### src/logic/clk_rst_pkg.sv
/*
  Shared constants of the clock and reset sequencer: register offsets, field
  positions, reset values and the cycle counts of the lock and wake-up timers.
  Assumes a 25 MHz APB clock that is also the oscillator reference.
*/
package clk_rst_pkg;

  // Clock and time base.
  localparam int unsigned CLK_PERIOD_NS   = 40;
  localparam int unsigned LOCK_TIME_NS    = 100000;
  localparam int unsigned LOCK_CYCLES_INT = LOCK_TIME_NS / CLK_PERIOD_NS;
  localparam logic [11:0] LOCK_CYCLES     = LOCK_CYCLES_INT[11:0];

  // Wake-up timer length and reset pin glitch filter length, in clocks.
  localparam logic [11:0] WAKE_CYCLES     = 12'h400;
  localparam logic [3:0]  FILTER_CYCLES   = 4'h8;

  // Register byte offsets.
  localparam logic [11:0] CTRL_OFF        = 12'h000;
  localparam logic [11:0] CFG_OFF         = 12'h004;
  localparam logic [11:0] STAT_OFF        = 12'h008;

  // Control register fields.
  localparam int unsigned CTRL_ENABLE_BIT  = 0;
  localparam int unsigned CTRL_CONNECT_BIT = 1;

  // Configuration register fields.
  localparam int unsigned CFG_MUL_LSB     = 0;
  localparam int unsigned CFG_MUL_W       = 5;
  localparam int unsigned CFG_DIV_LSB     = 5;
  localparam int unsigned CFG_DIV_W       = 2;

  // Status register fields.
  localparam int unsigned STAT_LOCK_BIT    = 0;
  localparam int unsigned STAT_ENABLED_BIT = 1;
  localparam int unsigned STAT_CONN_BIT    = 2;
  localparam int unsigned STAT_EXT_BIT     = 3;
  localparam int unsigned STAT_WDT_BIT     = 4;

  // Values after reset.
  localparam logic [1:0]  CTRL_RESET      = 2'h0;
  localparam logic [6:0]  CFG_RESET       = 7'h00;
  localparam logic [31:0] BOOT_ADDR       = 32'h0000_0000;

  typedef enum logic [2:0] {
    WK_HOLD  = 3'b001,
    WK_COUNT = 3'b010,
    WK_RUN   = 3'b100
  } wake_state_t;

endpackage : clk_rst_pkg

### src/logic/clk_rst_ctrl.sv
/*
  Core clock and chip reset sequencer with an APB register slave.
  Drives the analog PLL settings, tracks lock, selects the core clock source
  and generates the internal chip reset through a wake-up timer. Assumes the
  analog clock mux switches only on a registered select and that pclk is the
  oscillator reference.
*/
`timescale 1ns/1ps

// Overview of operation
// - Core clock is the oscillator unless the PLL is enabled, locked and connected.
// - Multiplier field selects any integer factor from 1 to 32.
// - Output divider field selects division by 2, 4, 8 or 16.
// - Division ratio is always even, so PLL output has 50 percent duty.
// - Any chip reset disables and bypasses the PLL.
// - Lock is reported 100 microseconds after enabling with stable settings.
// - Chip reset comes from the reset pin or the watchdog request.
// - The reset pin is glitch filtered before it can assert reset.
// - Internal reset holds until pin released, oscillator runs, count elapses, flash ready.
// - On reset release the processor fetches from address zero.
// - The wake-up delay applies after every kind of reset.
module clk_rst_ctrl
  import clk_rst_pkg::*;
(
  // Clock and reset.
  input  wire logic        pclk,
  input  wire logic        presetn,
  // APB slave.
  input  wire logic        psel,
  input  wire logic        penable,
  input  wire logic        pwrite,
  input  wire logic [11:0] paddr,
  input  wire logic [31:0] pwdata,
  output logic      [31:0] prdata,
  output logic             pready,
  output logic             pslverr,
  // Reset sources and readiness.
  input  wire logic        ext_reset_pin_n,
  input  wire logic        wdt_reset_req,
  input  wire logic        osc_running,
  input  wire logic        flash_init_done,
  // Chip reset and boot.
  output logic             chip_reset_n,
  output logic      [31:0] boot_addr,
  // PLL control.
  output logic             pll_power,
  output logic      [5:0]  pll_mult,
  output logic      [4:0]  pll_div_ratio,
  output logic             pll_locked,
  output logic             core_clock_sel_pll
);

  function automatic logic reg_hit(input logic [11:0] addr, input logic [11:0] off);
    reg_hit = (addr[11:2] == off[11:2]);
  endfunction : reg_hit

  logic              ext_active;
  logic              osc_sync1_q;
  logic              osc_sync2_q;
  logic              reset_src;
  wake_state_t       wake_q;
  logic [11:0]       wake_cnt_q;
  logic              chip_reset_n_q;
  logic [1:0]        ctrl_q;
  logic [6:0]        cfg_q;
  logic [11:0]       lock_cnt_q;
  logic              lock_q;
  logic              sel_pll_q;
  logic              ext_cause_q;
  logic              wdt_cause_q;
  logic              wr_en;
  logic              rd_en;
  logic              mapped;
  logic [31:0]       rdata_d;
  logic [31:0]       prdata_q;
  logic [31:0]       boot_addr_q;
  logic [5:0]        mult_q;
  logic [4:0]        div_q;

  reset_pin_filter u_pin_filter (
    .pclk         (pclk),
    .presetn      (presetn),
    .pin_n        (ext_reset_pin_n),
    .pin_active_q (ext_active)
  );

  // The oscillator status comes from the analog domain.
  always_ff @(posedge pclk or negedge presetn) begin
    if (!presetn) begin
      osc_sync1_q <= 1'b0;
      osc_sync2_q <= 1'b0;
    end else begin
      osc_sync1_q <= osc_running;
      osc_sync2_q <= osc_sync1_q;
    end
  end

  assign reset_src = ext_active | wdt_reset_req;

  // Wake-up timer. Every source, pin or watchdog, goes through the same
  // count, so the oscillator always gets its settling time.
  always_ff @(posedge pclk or negedge presetn) begin
    if (!presetn) begin
      wake_q     <= WK_HOLD;
      wake_cnt_q <= 12'h000;
    end else if (reset_src) begin
      wake_q     <= WK_HOLD;
      wake_cnt_q <= 12'h000;
    end else begin
      case (wake_q)
        WK_HOLD: begin
          if (osc_sync2_q) begin
            wake_q     <= WK_COUNT;
            wake_cnt_q <= 12'h000;
          end
        end
        WK_COUNT: begin
          if (!osc_sync2_q) begin
            wake_q <= WK_HOLD;
          end else if (wake_cnt_q == WAKE_CYCLES - 12'h001) begin
            if (flash_init_done) begin
              wake_q <= WK_RUN;
            end
          end else begin
            wake_cnt_q <= wake_cnt_q + 12'h001;
          end
        end
        WK_RUN: begin
          wake_q <= WK_RUN;
        end
        default: begin
          wake_q <= WK_HOLD;
        end
      endcase
    end
  end

  always_ff @(posedge pclk or negedge presetn) begin
    if (!presetn) begin
      chip_reset_n_q <= 1'b0;
      boot_addr_q    <= BOOT_ADDR;
    end else begin
      chip_reset_n_q <= (wake_q == WK_RUN) && !reset_src;
      boot_addr_q    <= BOOT_ADDR;
    end
  end

  assign chip_reset_n = chip_reset_n_q;
  assign boot_addr    = boot_addr_q;

  // APB access. The slave answers in the access phase with no wait states.
  assign wr_en   = psel && penable && pwrite;
  assign rd_en   = psel && !penable && !pwrite;
  assign mapped  = reg_hit(paddr, CTRL_OFF) || reg_hit(paddr, CFG_OFF) ||
                   reg_hit(paddr, STAT_OFF);
  assign pready  = 1'b1;
  assign pslverr = psel && penable && !mapped;

  always_comb begin
    rdata_d = 32'h0000_0000;
    if (reg_hit(paddr, CTRL_OFF)) begin
      rdata_d[1:0] = ctrl_q;
    end else if (reg_hit(paddr, CFG_OFF)) begin
      rdata_d[6:0] = cfg_q;
    end else if (reg_hit(paddr, STAT_OFF)) begin
      rdata_d[STAT_LOCK_BIT]    = lock_q;
      rdata_d[STAT_ENABLED_BIT] = ctrl_q[CTRL_ENABLE_BIT];
      rdata_d[STAT_CONN_BIT]    = sel_pll_q;
      rdata_d[STAT_EXT_BIT]     = ext_cause_q;
      rdata_d[STAT_WDT_BIT]     = wdt_cause_q;
    end
  end

  // Read data is held in a register so it stays stable after the access.
  always_ff @(posedge pclk or negedge presetn) begin
    if (!presetn) begin
      prdata_q <= 32'h0000_0000;
    end else if (rd_en) begin
      prdata_q <= rdata_d;
    end
  end

  assign prdata = prdata_q;

  // PLL control and configuration; cleared by any chip reset.
  always_ff @(posedge pclk or negedge presetn) begin
    if (!presetn) begin
      ctrl_q <= CTRL_RESET;
      cfg_q  <= CFG_RESET;
    end else if (!chip_reset_n_q) begin
      ctrl_q <= CTRL_RESET;
      cfg_q  <= CFG_RESET;
    end else if (wr_en) begin
      if (reg_hit(paddr, CTRL_OFF)) begin
        ctrl_q <= pwdata[1:0];
      end
      if (reg_hit(paddr, CFG_OFF)) begin
        cfg_q <= pwdata[6:0];
      end
    end
  end

  // Settings are decoded into registered factors for the analog loop.
  always_ff @(posedge pclk or negedge presetn) begin
    if (!presetn) begin
      mult_q <= 6'h01;
      div_q  <= 5'h02;
    end else begin
      mult_q <= {1'b0, cfg_q[CFG_MUL_LSB +: CFG_MUL_W]} + 6'h01;
      div_q  <= 5'h02 << cfg_q[CFG_DIV_LSB +: CFG_DIV_W];
    end
  end

  assign pll_mult      = mult_q;
  assign pll_div_ratio = div_q;
  assign pll_power     = ctrl_q[CTRL_ENABLE_BIT];

  // Lock timer. Writing new settings while running restarts the settling,
  // because the loop must re-acquire after any change of factors.
  always_ff @(posedge pclk or negedge presetn) begin
    if (!presetn) begin
      lock_cnt_q <= 12'h000;
      lock_q     <= 1'b0;
    end else if (!ctrl_q[CTRL_ENABLE_BIT] || (wr_en && reg_hit(paddr, CFG_OFF))) begin
      lock_cnt_q <= 12'h000;
      lock_q     <= 1'b0;
    end else if (lock_cnt_q == LOCK_CYCLES - 12'h001) begin
      lock_q <= 1'b1;
    end else begin
      lock_cnt_q <= lock_cnt_q + 12'h001;
    end
  end

  assign pll_locked = lock_q;

  // The select only changes from a flop, and drops before lock can be lost
  // by reconfiguration, so the mux never sees a runt pulse.
  always_ff @(posedge pclk or negedge presetn) begin
    if (!presetn) begin
      sel_pll_q <= 1'b0;
    end else begin
      sel_pll_q <= ctrl_q[CTRL_ENABLE_BIT] && ctrl_q[CTRL_CONNECT_BIT] && lock_q &&
                   !(wr_en && reg_hit(paddr, CFG_OFF)) && chip_reset_n_q;
    end
  end

  assign core_clock_sel_pll = sel_pll_q;

  // Reset cause flags: a new event wins over a write-one clear.
  always_ff @(posedge pclk or negedge presetn) begin
    if (!presetn) begin
      ext_cause_q <= 1'b0;
      wdt_cause_q <= 1'b0;
    end else begin
      if (ext_active) begin
        ext_cause_q <= 1'b1;
      end else if (wr_en && reg_hit(paddr, STAT_OFF) && pwdata[STAT_EXT_BIT]) begin
        ext_cause_q <= 1'b0;
      end
      if (wdt_reset_req) begin
        wdt_cause_q <= 1'b1;
      end else if (wr_en && reg_hit(paddr, STAT_OFF) && pwdata[STAT_WDT_BIT]) begin
        wdt_cause_q <= 1'b0;
      end
    end
  end

  // Properties that look one or two edges back allow for the registered
  // path from a request or a source to the output that shows it.
  a_bypass_unless_pll: assert property (@(posedge pclk) disable iff (!presetn)
    core_clock_sel_pll |-> pll_locked && pll_power)
    else $error("core clock taken from PLL without lock or power");

  a_mult_range: assert property (@(posedge pclk) disable iff (!presetn)
    $past(chip_reset_n_q) |-> pll_mult >= 6'h01 && pll_mult <= 6'h20)
    else $error("multiplier outside 1 to 32");

  a_div_even: assert property (@(posedge pclk) disable iff (!presetn)
    pll_div_ratio == 5'h02 || pll_div_ratio == 5'h04 ||
    pll_div_ratio == 5'h08 || pll_div_ratio == 5'h10)
    else $error("output divider not 2, 4, 8 or 16");

  a_reset_bypass: assert property (@(posedge pclk) disable iff (!presetn)
    !chip_reset_n |=> !pll_power && !core_clock_sel_pll)
    else $error("PLL active during chip reset");

  a_reset_factors: assert property (@(posedge pclk) disable iff (!presetn)
    !chip_reset_n |-> ##2 pll_mult == 6'h01 && pll_div_ratio == 5'h02)
    else $error("PLL factors not back to reset values after chip reset");

  a_lock_time: assert property (@(posedge pclk) disable iff (!presetn)
    $rose(pll_locked) |-> lock_cnt_q == LOCK_CYCLES - 12'h001 && pll_power)
    else $error("lock reported at wrong time");

  a_lock_held: assert property (@(posedge pclk) disable iff (!presetn)
    pll_locked && pll_power && !(wr_en && reg_hit(paddr, CFG_OFF)) |=> pll_locked)
    else $error("lock lost without disable or reconfiguration");

  a_off_no_lock: assert property (@(posedge pclk) disable iff (!presetn)
    !pll_power |=> !pll_locked)
    else $error("lock reported while PLL is off");

  a_source_resets: assert property (@(posedge pclk) disable iff (!presetn)
    (ext_active || wdt_reset_req) |=> !chip_reset_n ##1 !chip_reset_n)
    else $error("reset source did not hold chip reset");

  a_cause_set_wins: assert property (@(posedge pclk) disable iff (!presetn)
    ext_active |=> ext_cause_q)
    else $error("reset pin cause flag lost");

  a_wake_count: assert property (@(posedge pclk) disable iff (!presetn)
    $rose(chip_reset_n) |-> $past(flash_init_done) &&
    $past(wake_cnt_q) == WAKE_CYCLES - 12'h001)
    else $error("chip reset released before wake-up complete");

  a_wake_needs_osc: assert property (@(posedge pclk) disable iff (!presetn)
    $rose(chip_reset_n) |-> $past(osc_sync2_q, 2) && !$past(reset_src))
    else $error("chip reset released without oscillator or with a source active");

  a_boot_zero: assert property (@(posedge pclk) disable iff (!presetn)
    $rose(chip_reset_n) |-> boot_addr == 32'h0000_0000)
    else $error("boot address not zero at reset release");

  a_lock_status: assert property (@(posedge pclk) disable iff (!presetn)
    psel && !penable && !pwrite && reg_hit(paddr, STAT_OFF) |=>
    prdata[STAT_LOCK_BIT] == $past(pll_locked))
    else $error("status read does not show lock");

  a_sel_after_lock: assert property (@(posedge pclk) disable iff (!presetn)
    $rose(core_clock_sel_pll) |-> $past(pll_locked) && $past(pll_power))
    else $error("clock switched to PLL before lock");

  a_cfg_drops_sel: assert property (@(posedge pclk) disable iff (!presetn)
    wr_en && reg_hit(paddr, CFG_OFF) |=> !core_clock_sel_pll && !pll_locked)
    else $error("clock stayed on PLL across a reconfiguration");

endmodule : clk_rst_ctrl

### src/logic/reset_pin_filter.sv
/*
  Reset pin conditioner: two-stage synchroniser followed by a glitch filter.
  Assumes the pin is asynchronous to pclk and active low.
*/
`timescale 1ns/1ps
module reset_pin_filter
  import clk_rst_pkg::*;
(
  // Clock and reset.
  input  wire logic pclk,
  input  wire logic presetn,
  // Pin and filtered level.
  input  wire logic pin_n,
  output logic      pin_active_q
);

  logic       sync1_q;
  logic       sync2_q;
  logic [3:0] stable_q;

  always_ff @(posedge pclk or negedge presetn) begin
    if (!presetn) begin
      sync1_q <= 1'b0;
      sync2_q <= 1'b0;
    end else begin
      sync1_q <= pin_n;
      sync2_q <= sync1_q;
    end
  end

  // A change of level must persist for the whole filter length to be taken.
  always_ff @(posedge pclk or negedge presetn) begin
    if (!presetn) begin
      stable_q     <= 4'h0;
      pin_active_q <= 1'b1;
    end else if (sync2_q == pin_active_q) begin
      if (stable_q == FILTER_CYCLES - 4'h1) begin
        pin_active_q <= ~sync2_q;
        stable_q     <= 4'h0;
      end else begin
        stable_q <= stable_q + 4'h1;
      end
    end else begin
      stable_q <= 4'h0;
    end
  end

  a_short_glitch: assert property (@(posedge pclk) disable iff (!presetn)
    $changed(pin_active_q) |-> $past(sync2_q, 1) == $past(sync2_q, 8))
    else $error("reset pin filter passed a short pulse");

endmodule : reset_pin_filter

### config.mk
export PLATFORM = sky130hd
export DESIGN_NAME = clk_rst_ctrl
export DESIGN_NICKNAME = d
export VERILOG_FILES = /design/src/logic/clk_rst_pkg.sv /design/src/logic/clk_rst_ctrl.sv /design/src/logic/reset_pin_filter.sv
export SDC_FILE = /design/constraint.sdc
export NUM_CORES = 1
export LEC_CHECK = 0
export BUFFER_PORTS_ARGS = -buffer_cell sky130_fd_sc_hd__buf_4
export CORE_MARGIN = 2
export CORE_UTILIZATION = 50
export DETAILED_ROUTE_END_ITERATION = 7
export GPL_TIMING_DRIVEN = 0
export PLACE_DENSITY = 0.83
export RECOVER_POWER = 100
export SYNTH_ARGS = -nofsm -noshare
export SYNTH_HDL_FRONTEND = slang
export SYNTH_HIERARCHICAL = 1
export SYNTH_SLANG_ARGS = --single-unit
### constraint.sdc
create_clock -name pclk -period 2 [get_ports pclk]
set_input_delay 0.4 -clock pclk [delete_from_list [all_inputs] [get_ports pclk]]
set_output_delay 0.4 -clock pclk [all_outputs]
set_load 0.05 [all_outputs]
==> flow_metrics.env, run 1 <==
export IMPL_status="finished with violations"
export IMPL_violations="capacitance limit, slew limit"
export IMPL_cap_violations=1
export IMPL_critPathSlowestCell="or4_4"
export IMPL_grt_pass1_vias=2574
export IMPL_setup_worst_path_end="pslverr"
export IMPL_r2r_start="wake_cnt_q[1]$_DFFE_PN0P_"
export IMPL_routedWlPerCell_um=12.8
export IMPL_io_buffers=47
export IMPL_grt_max_degree=68
export IMPL_dieArea_um2=7930
export IMPL_num_rows=30
export IMPL_powerDensity_nw_per_um2=712
export IMPL_postSynthCellCount=348
export IMPL_antenna_left=0
export IMPL_overflow=0
export IMPL_synthArstFlopShare_pct=100
export IMPL_synth_avg_cell_area_um2=10.4
export IMPL_syn_area_um2=3610
export IMPL_cp_required_ns=1.60
export IMPL_postCtsHoldBufs=0
export IMPL_skew_ns=0.0120
export IMPL_setup_ws_ns=0.0354
export IMPL_leakagePower_nw=2.22
export IMPL_fmax_mhz=509
export IMPL_cts_max_level=3
export IMPL_cts_buffers=9
export IMPL_yosysWarnings=6
export IMPL_ys_seq_elements=67
export IMPL_max_slew_margin_pct=-8.32
export IMPL_slew_violations=68
export IMPL_ir_worst_vdd_mv=0.468
export IMPL_first_iter_violations=110
export IMPL_fin_nets=524
export IMPL_critPathLaunchType="primary input"
export IMPL_synth_edf_count=0
export IMPL_track_usage_pct=18.8
export IMPL_startpoint="paddr[10]"
export IMPL_n_antenna_cell=0
export IMPL_area_growth_pct=24.1
export IMPL_synth_seq_area_share_pct=46.5
export IMPL_path_clk_slew_ns=0.08
export IMPL_synth_main_ff_cell="dfrtp_1"
export IMPL_die_x_um=89.0
export IMPL_place_congestion=0.915
export IMPL_drtPass1Iterations=4
export IMPL_clock_sinks=67
export IMPL_end_kind="output pin"
export IMPL_worstSetupPathType="primary input to output pin"
export IMPL_clockBufferDepth=2
export IMPL_cpPeakStageDelay_ns=0.55
export IMPL_initial_core_util_pct=52.3
export IMPL_hp_start="osc_running"
export IMPL_finalNonFillerCells=568
export IMPL_core_um2=6910
export IMPL_synth_cell_types=50
export IMPL_worst_pin_slew_ns=1.62
export IMPL_fin_crit_sh_pct=98.2
export IMPL_r2r_end="wake_cnt_q[8]$_DFFE_PN0P_"
export IMPL_dp_slack_ns=-0.260
export IMPL_die_h_um=89.0
export IMPL_wirelength_mm=7.26
export IMPL_dp_cells=548
export IMPL_cts_tree="done"
export IMPL_fin_util_pct=64.9
export IMPL_crit_top_cell="buf_6"
export IMPL_hold_path_class="primary input to register"
export IMPL_drc=0
export IMPL_grt_pass1_wl_mm=11.5
export IMPL_period_minus_slack_ns=1.96
export IMPL_cp_data_arrival_time_ns=1.56
export IMPL_drive_above_1_share_pct=28.6
export IMPL_final_cell_mix="buf_4, dfrtp_1, conb_1"
export IMPL_final_common_cell="buf_4"
export IMPL_reg2reg_slack_ns=0.11
export IMPL_vias=2737
export IMPL_hold_viol_final=0
export IMPL_clk_latency_ns=0.34
export IMPL_rr_worst_depth=6
export IMPL_io_pins=134
export IMPL_setup_viol=0
export IMPL_path_max_fanout=2
export IMPL_cts_root_buf="clkbuf_8"
export IMPL_via_per_inst=4.82
export IMPL_hpwl_mm=5.19
export IMPL_path_cells="buf_6, or4_4, nor2_4, o21ai_2, and3_1, buf_6"
export IMPL_antenna_found_initial=0
power breakdown:
part	internal [mW]	switching [mW]	leakage, nW
Combinational	0.191	0.393	1.22
Clock	0.584	0.549	0.0962
Sequential	1.41	0.0651	0.901
Total	2.19	1.01	2.22
state kept, by name, summed over array words and instances, names as in the netlist, 2 cells and up:
| register | flops |
|---|---|
| pll_div_ratio | 4 |
| pll_mult | 6 |
| prdata | 7 |
| u_pin_filter/stable_q | 4 |
| cfg_q | 7 |
| wake_q | 3 |
| lock_cnt_q | 12 |
| wake_cnt_q | 12 |
| ctrl_q | 2 |
area by class of cell:
class	count	area [um^2]
buffer	66	495
clock buffer	9	124
clock inverter	7	76.3
fill	592	2420
inverter	11	41.3
multi-input combinational	261	1640
sequential	67	1680
tap	96	120
timing repair buffer	51	307
cell usage after synthesis (2+ instances only):
cell | count | share of area, %
ha_1 | 4 | 1.4
nor2_1 | 18 | 1.9
a221o_1 | 6 | 1.7
o21ai_0 | 8 | 1.1
dfstp_2 | 4 | 2.9
nor3_1 | 6 | 0.83
and3_1 | 5 | 0.87
nand2_1 | 13 | 1.4
and4_1 | 6 | 1.5
buf_4 | 59 | 12
xor2_1 | 7 | 1.7
a21oi_1 | 7 | 0.97
mux2i_1 | 12 | 3.3
a222oi_1 | 3 | 0.83
dfrtp_1 | 63 | 44
o221ai_1 | 3 | 0.73
or4b_1 | 2 | 0.55
o211a_1 | 2 | 0.55
mux2_2 | 2 | 0.62
nand3b_1 | 2 | 0.42
nor4_1 | 4 | 0.69
inv_1 | 11 | 1.1
a22o_1 | 3 | 0.73
or3_1 | 4 | 0.69
and2_1 | 5 | 0.87
clkbuf_1 | 5 | 0.52
nor4b_1 | 2 | 0.48
xnor2_1 | 9 | 2.2
a22oi_1 | 2 | 0.42
a21o_1 | 2 | 0.42
conb_1 | 2 | 0.21
nor2b_1 | 13 | 2.2
nand4_1 | 9 | 1.6
nor2_2 | 10 | 1.7
nand3_1 | 17 | 2.4
nand2b_1 | 4 | 0.69
through the flow:
stage          power, mW  hold WS (ns)  TNS, ns  cell area [um^2]
2_1_floorplan       1.96         0.104        0              3830
3_3_place_gp        2.06         0.336    -3.48              4300
3_5_place_dp        2.08         0.336    -3.88              4300
4_1_cts             3.22         0.150        0              4540
5_1_grt             3.34         0.174   -0.111              4490
6_report            3.20         0.186        0              4490
metal layers:
metal	vias up	track usage (%)	share of wire [%]
met1	1295	22.6	42
met2	87	32.0	50
met3	8	6.19	6.7
met4	0	6.38	1.2
met5	-	0	0
li1	1347	-	-
worst min path at each step:
stage	cells past startpoint	end
after floorplan	0	cfg_q[0]$_DFFE_PN0P_
after global placement	0	osc_sync2_q$_DFF_PN0_
after global routing	1	osc_sync1_q$_DFF_PN0_
after CTS	1	osc_sync1_q$_DFF_PN0_
after detailed placement	0	osc_sync2_q$_DFF_PN0_
final	1	osc_sync1_q$_DFF_PN0_
worst max-delay path: cells and delay by family:
kind	cells	cell delay, ns
and+or+nand+nor	3	0.84
AOI/OAI and AO/OA	1	0.08
buffers and inverters	2	0.24
timing repair:
action	CTS	global route
gates resized for setup	7	8
setup endpoints to repair	1	17
setup buffers	2	2
pin swaps	3	1
cell families after synthesis:
logic type,share of synthesized area (%)
and+or+nand+nor,21.3
buffers and inverters,14.8
DFF,46.5
AOI/OAI and AO/OA,7.96
xor gates and xnor gates,3.88
muxes,3.95
adders and majority gates,1.38
other,0.208
(Power assumes the default switching activity.)
==> run 2: changes to the inputs <==
--- a/config.mk
+++ b/config.mk
@@ -5,12 +5,13 @@
 export SDC_FILE = /design/constraint.sdc
 export NUM_CORES = 1
 export LEC_CHECK = 0
+export ABC_AREA = 1
 export BUFFER_PORTS_ARGS = -buffer_cell sky130_fd_sc_hd__buf_4
 export CORE_MARGIN = 2
 export CORE_UTILIZATION = 50
 export DETAILED_ROUTE_END_ITERATION = 7
 export GPL_TIMING_DRIVEN = 0
-export PLACE_DENSITY = 0.83
+export PLACE_DENSITY = 0.82
 export RECOVER_POWER = 100
 export SYNTH_ARGS = -nofsm -noshare
 export SYNTH_HDL_FRONTEND = slang
==> flow_metrics.env, run 2 <==
export IMPL_status="finished with violations"
export IMPL_violations="capacitance limit, slew limit"
export IMPL_critPathLaunchType="primary input"
export IMPL_synth_xor_area_share_pct=2.81
export IMPL_path_clk_slew_ns=0.07
export IMPL_clk_latency_ns=0.35
export IMPL_fin_util_pct=62.4
export IMPL_yosysMostFrequentCell="nand2_1"
export IMPL_cp_required_ns=1.60
export IMPL_grt_pass1_wl_mm=12.4
export IMPL_track_usage_pct=18.6
export IMPL_cts_buffers=9
export IMPL_synth_common_cells="nand2_1, dfrtp_1, buf_4"
export IMPL_synth_area_leaders="dfrtp_1, nand2_1, buf_4"
export IMPL_first_iter_violations=139
export IMPL_powerDensity_nw_per_um2=724
export IMPL_leakagePower_nw=2.37
export IMPL_end_kind="output pin"
export IMPL_fin_crit_sh_pct=91.3
export IMPL_wirelength_mm=7.27
export IMPL_ys_seq_elements=67
export IMPL_vias=3132
export IMPL_grt_max_degree=68
export IMPL_fin_nets=647
export IMPL_whs_ns=0.176
export IMPL_fin_setup_tns_ns=0
export IMPL_synthArstFlopShare_pct=100
export IMPL_cts_tree="done"
export IMPL_place_congestion=0.924
export IMPL_cts_max_level=3
export IMPL_hpwl_mm=5.52
export IMPL_antenna_left=0
export IMPL_io_pins=134
export IMPL_syn_area_um2=3740
export IMPL_core_um2=7250
export IMPL_via_per_inst=4.51
export IMPL_cap_violations=1
export IMPL_clockBufferDepth=2
export IMPL_postSynthCellCount=475
export IMPL_drc=0
export IMPL_reg_top3="lock_cnt_q (12), wake_cnt_q (12)"
export IMPL_area_growth_pct=21.1
export IMPL_overflow=0
export IMPL_n_antenna_cell=0
export IMPL_synth_avg_cell_area_um2=7.87
export IMPL_period_minus_slack_ns=1.83
export IMPL_rsz0062_at_grt="false"
export IMPL_worst_pin_slew_ns=1.60
export IMPL_power_total_mw=3.28
export IMPL_die_x_um=90.5
export IMPL_hold_path_class="primary input to register"
export IMPL_synth_cell_types=31
export IMPL_path_max_fanout=10
export IMPL_initial_core_util_pct=51.5
export IMPL_grt_pass1_vias=2908
export IMPL_drtPass1Iterations=5
export IMPL_routedWlPerCell_um=10.5
export IMPL_max_slew_margin_pct=-6.87
export IMPL_drive_above_1_share_pct=19.2
export IMPL_io_buffers=47
export IMPL_skew_ns=0.00840
export IMPL_cp_data_arrival_time_ns=1.43
export IMPL_worstSetupPathType="primary input to output pin"
export IMPL_num_rows=31
export IMPL_synth_main_ff_cell="dfrtp_1"
export IMPL_synth_top_cell_area_share_pct=42.2
export IMPL_final_common_cell="nand2_1"
export IMPL_final_cell_mix="nand2_1, buf_4, dfrtp_1"
export IMPL_finalNonFillerCells=694
export IMPL_cts_root_buf="clkbuf_8"
export IMPL_slew_violations=68
export IMPL_synth_seq_area_share_pct=45.0
export IMPL_synth_compound_area_share_pct=4.02
export IMPL_dieArea_um2=8180
export IMPL_yosys_area_share_simple_pct=28.7
export IMPL_yosysWarnings=6
export IMPL_fmax_mhz=547
export IMPL_clock_sinks=67
export IMPL_synth_mux_area_share_pct=0
export IMPL_setup_viol=0
export IMPL_reg2reg_slack_ns=0.22
export IMPL_dp_cells=678
export IMPL_cts_setup_buffers=0
export IMPL_die_h_um=90.5
export IMPL_synth_top_family_by_area="simple AND/OR/NAND/NOR gates"
export IMPL_ir_worst_vdd_mv=0.647
export IMPL_synthAdderAreaFrac_pct=1.34
export IMPL_antenna_found_initial=0
export IMPL_hold_viol_final=0
export IMPL_synth_edf_count=0
export IMPL_synth_area_leader_cell="dfrtp_1"
run 2: cell count changes in the layout (fill, tap and decap cells not counted), moves of 6 or more:
cell,delta
nor2_2,-8
inv_1,+42
nor3_1,+7
mux2i_1,-12
nand3_1,+26
nor2b_1,-13
nand2_1,+116
a221o_1,-6
nor2_1,+27
o21ai_0,+9
run 2: worst max-delay path, stage by stage:
cell and delay, ns:
clkbuf_1 0.10, nor2_4 0.17, nand2_1 0.11, nor2_4 0.22
nand2_1 0.10, nand3_1 0.11, nor2_1 0.04, buf_4 0.18
run 2: area by class of cell:
cell class	instances	area, um^2
clock inverter	7	77.6
fill	659	2730
timing repair buffer	47	264
buffer	62	462
multi-input combinational	349	1590
tap	99	124
inverter	54	204
clock buffer	9	124
sequential	67	1680
run 2: worst paths after layout:
| kind | from | to | cells after the start |
|---|---|---|---|
| worst max-delay path | paddr[11] | pslverr | 8 |
| worst min-delay path | ext_reset_pin_n | u_pin_filter/sync1_q$_DFF_PN0_ | 1 |
| worst max register to register | wake_cnt_q[0]$_DFFE_PN0P_ | wake_cnt_q[0]$_DFFE_PN0P_ | 8 |
| worst min register to register | u_pin_filter/sync1_q$_DFF_PN0_ | u_pin_filter/sync2_q$_DFF_PN0_ | 0 |
| max in group asynchronous | presetn | lock_cnt_q[8]$_DFFE_PN0P_ | 1 |
| min in group asynchronous | presetn | u_pin_filter/stable_q[1]$_DFF_PN0_ | 1 |
run 2: kinds of logic (layout without fill, tap and decap cells):
| kind of cell | after synthesis | in the layout |
|---|---|---|
| flops | 67 | 67 |
| simple gates | 246 | 246 |
| other cells | 2 | 59 |
| fa+ha+maj | 4 | 4 |
| xor+xnor | 12 | 12 |
| buf+inv | 116 | 179 |
| compound gates | 28 | 28 |
run 2: metal layers:
metal  vias to the layer above  track usage [%]  routed length [um]  part of all wire (%)
met5                         -                0                   0                     0
met4                         0             7.56                 152                   2.1
met3                        15             5.84                 480                   6.6
met2                       102             32.2                3600                    50
met1                      1416             21.3                3030                    42
li1                       1599                -                   -                     -
run 2: where the power goes:
part	internal, mW	total, mW	leakage [nW]	switching, mW
logic	0.207	0.666	1.37	0.459
registers	1.42	1.47	0.899	0.0497
clock network	0.583	1.14	0.0998	0.558
run 2: what timing repair did:
item / in CTS / in global routing
endpoints found under the setup margin: 0 / 1
resized for setup: 0 / 1
hold buffers: 0 / 0
run 2: per-stage QoR:
step	setup slack, ns	cell area, um^2
floorplan	0.168	3950
global placement	0.104	4430
detailed placement	0.0681	4430
CTS	0.0639	4630
global route	0.0267	4530
finish	0.173	4530
==> run 3: changes to the inputs <==
--- a/config.mk
+++ b/config.mk
@@ -7,12 +7,12 @@
 export LEC_CHECK = 0
 export ABC_AREA = 1
 export BUFFER_PORTS_ARGS = -buffer_cell sky130_fd_sc_hd__buf_4
-export CORE_MARGIN = 2
 export CORE_UTILIZATION = 50
 export DETAILED_ROUTE_END_ITERATION = 7
 export GPL_TIMING_DRIVEN = 0
 export PLACE_DENSITY = 0.82
 export RECOVER_POWER = 100
+export SLEW_MARGIN = 20
 export SYNTH_ARGS = -nofsm -noshare
 export SYNTH_HDL_FRONTEND = slang
 export SYNTH_HIERARCHICAL = 1
==> flow_metrics.env, run 3 (synthesized netlist as in run 2, its figures left out) <==
export IMPL_first_iter_violations=177
export IMPL_final_common_cell="nand2_1"
export IMPL_n_antenna_cell=0
export IMPL_max_slew_margin_pct=-6.72
export IMPL_cts_root_buf="clkbuf_8"
export IMPL_leakagePower_nw=2.37
export IMPL_finalNonFillerCells=693
export IMPL_path_max_fanout=10
export IMPL_antenna_found_initial=0
export IMPL_dp_cells=678
export IMPL_die_h_um=88.5
export IMPL_met1_usage_pct=22.1
export IMPL_area_growth_pct=20.7
export IMPL_power_total_mw=3.22
export IMPL_grt_max_degree=68
export IMPL_startpoint="paddr[11]"
export IMPL_whs_ns=0.183
export IMPL_num_rows=31
export IMPL_hold_viol_final=0
export IMPL_clock_sinks=67
export IMPL_cts_tree="done"
export IMPL_wirelength_mm=7.21
export IMPL_rsz0062_at_grt="false"
export IMPL_finalInstanceArea_um2=4510
export IMPL_powerDensity_nw_per_um2=714
export IMPL_io_buffers=47
export IMPL_grtUsageMet2_pct=35.5
export IMPL_multi_input_area_um2=1590
export IMPL_top_usage_layer="met2"
export IMPL_placed_area_um2=4430
export IMPL_cts_buffers=9
export IMPL_initial_core_util_pct=51.5
export IMPL_final_cell_mix="nand2_1, buf_4, dfrtp_1"
export IMPL_status="finished with violations"
export IMPL_violations="capacitance limit, slew limit"
export IMPL_overflow=0
export IMPL_cts_max_level=3
export IMPL_cap_violations=1
export IMPL_antenna_left=0
export IMPL_worst_pin_slew_ns=1.60
export IMPL_reg2reg_slack_ns=0.26
export IMPL_dieArea_um2=7830
export IMPL_fin_setup_tns_ns=0
export IMPL_period_minus_slack_ns=1.86
export IMPL_fin_crit_sh_pct=93.1
export IMPL_grt_pass1_vias=2875
export IMPL_slew_violations=68
export IMPL_drtPass1Iterations=4
export IMPL_end_kind="output pin"
export IMPL_rr_worst_depth=10
export IMPL_path_clk_slew_ns=0.07
export IMPL_fillers=644
export IMPL_drive_above_1_share_pct=19.0
export IMPL_reg_top3="lock_cnt_q (12), wake_cnt_q (12)"
export IMPL_critPathLaunchType="primary input"
export IMPL_routedWlPerCell_um=10.4
export IMPL_die_x_um=88.5
export IMPL_via_per_inst=4.60
export IMPL_r2r_end="wake_cnt_q[6]$_DFFE_PN0P_"
export IMPL_setup_ws_ns=0.137
export IMPL_place_congestion=0.898
export IMPL_setup_viol=0
export IMPL_clk_latency_ns=0.34
export IMPL_postCtsHoldBufs=0
export IMPL_fmax_mhz=537
export IMPL_grt_pass1_wl_mm=11.8
export IMPL_ir_worst_vdd_mv=0.574
export IMPL_clockBufferDepth=2
export IMPL_hpwl_mm=5.48
export IMPL_cp_data_arrival_time_ns=1.46
export IMPL_hold_path_class="primary input to register"
export IMPL_fin_util_pct=62.2
export IMPL_use_met3_pct=5.88
export IMPL_cp_required_ns=1.60
export IMPL_seqCellArea_um2=1680
export IMPL_io_pins=134
export IMPL_worstSetupPathType="primary input to output pin"
export IMPL_vias=3185
export IMPL_drc=0
export IMPL_skew_ns=0.00846
export IMPL_track_usage_pct=19.8
export IMPL_fin_nets=647
export IMPL_core_um2=7250
export IMPL_dp_slack_ns=0.102
export IMPL_r2r_start="wake_cnt_q[0]$_DFFE_PN0P_"
export IMPL_setup_worst_path_end="pslverr"
## run 3: what timing repair did
action | in CTS | in global routing
endpoints found under the setup margin | 0 | 1
gates resized for setup | 0 | 1
setup buffers | 0 | 0
## run 3: layout make-up
class	count	area share, %
Inverter	54	4.52
Multi-Input combinational cell	349	35.2
Timing Repair Buffer	47	5.93
Buffer	62	10.1
Clock buffer	9	2.75
Sequential cell	67	37.3
Tap cell	99	2.75
Clock inverter	6	1.47
## run 3: how the worst min path moves through the flow
stage / start / endpoint / slack (ns) / cells past startpoint
finish: osc_running / osc_sync1_q$_DFF_PN0_ / 0.18 / 1
global route: osc_running / osc_sync1_q$_DFF_PN0_ / 0.17 / 1
CTS: osc_running / osc_sync1_q$_DFF_PN0_ / 0.15 / 1
detailed placement: u_pin_filter/sync1_q$_DFF_PN0_ / u_pin_filter/sync2_q$_DFF_PN0_ / 0.34 / 0
global placement: u_pin_filter/sync1_q$_DFF_PN0_ / u_pin_filter/sync2_q$_DFF_PN0_ / 0.33 / 0
floorplan: presetn / cfg_q[0]$_DFFE_PN0P_ / 0.10 / 0
## run 3: routing by layer
layer / part of all wire, % / wire length, um
met1: 41 / 2960
met4: 1.9 / 138
met3: 5.9 / 428
met5: 0 / 0
met2: 51 / 3680
## run 3: power by group
part	leakage (nW)	internal, mW	switching [mW]	total [mW]
logic	1.38	0.197	0.458	0.655
registers	0.899	1.42	0.0512	1.47
clock network	0.0877	0.570	0.524	1.09
total	2.37	2.19	1.03	3.22
## run 3: critical path: stages
cell	delay, ns
buf_4	0.12
nor2_4	0.16
nand2_1	0.11
nor2_4	0.22
nand2_1	0.11
nand3_1	0.10
nor2_1	0.04
clkbuf_4	0.20
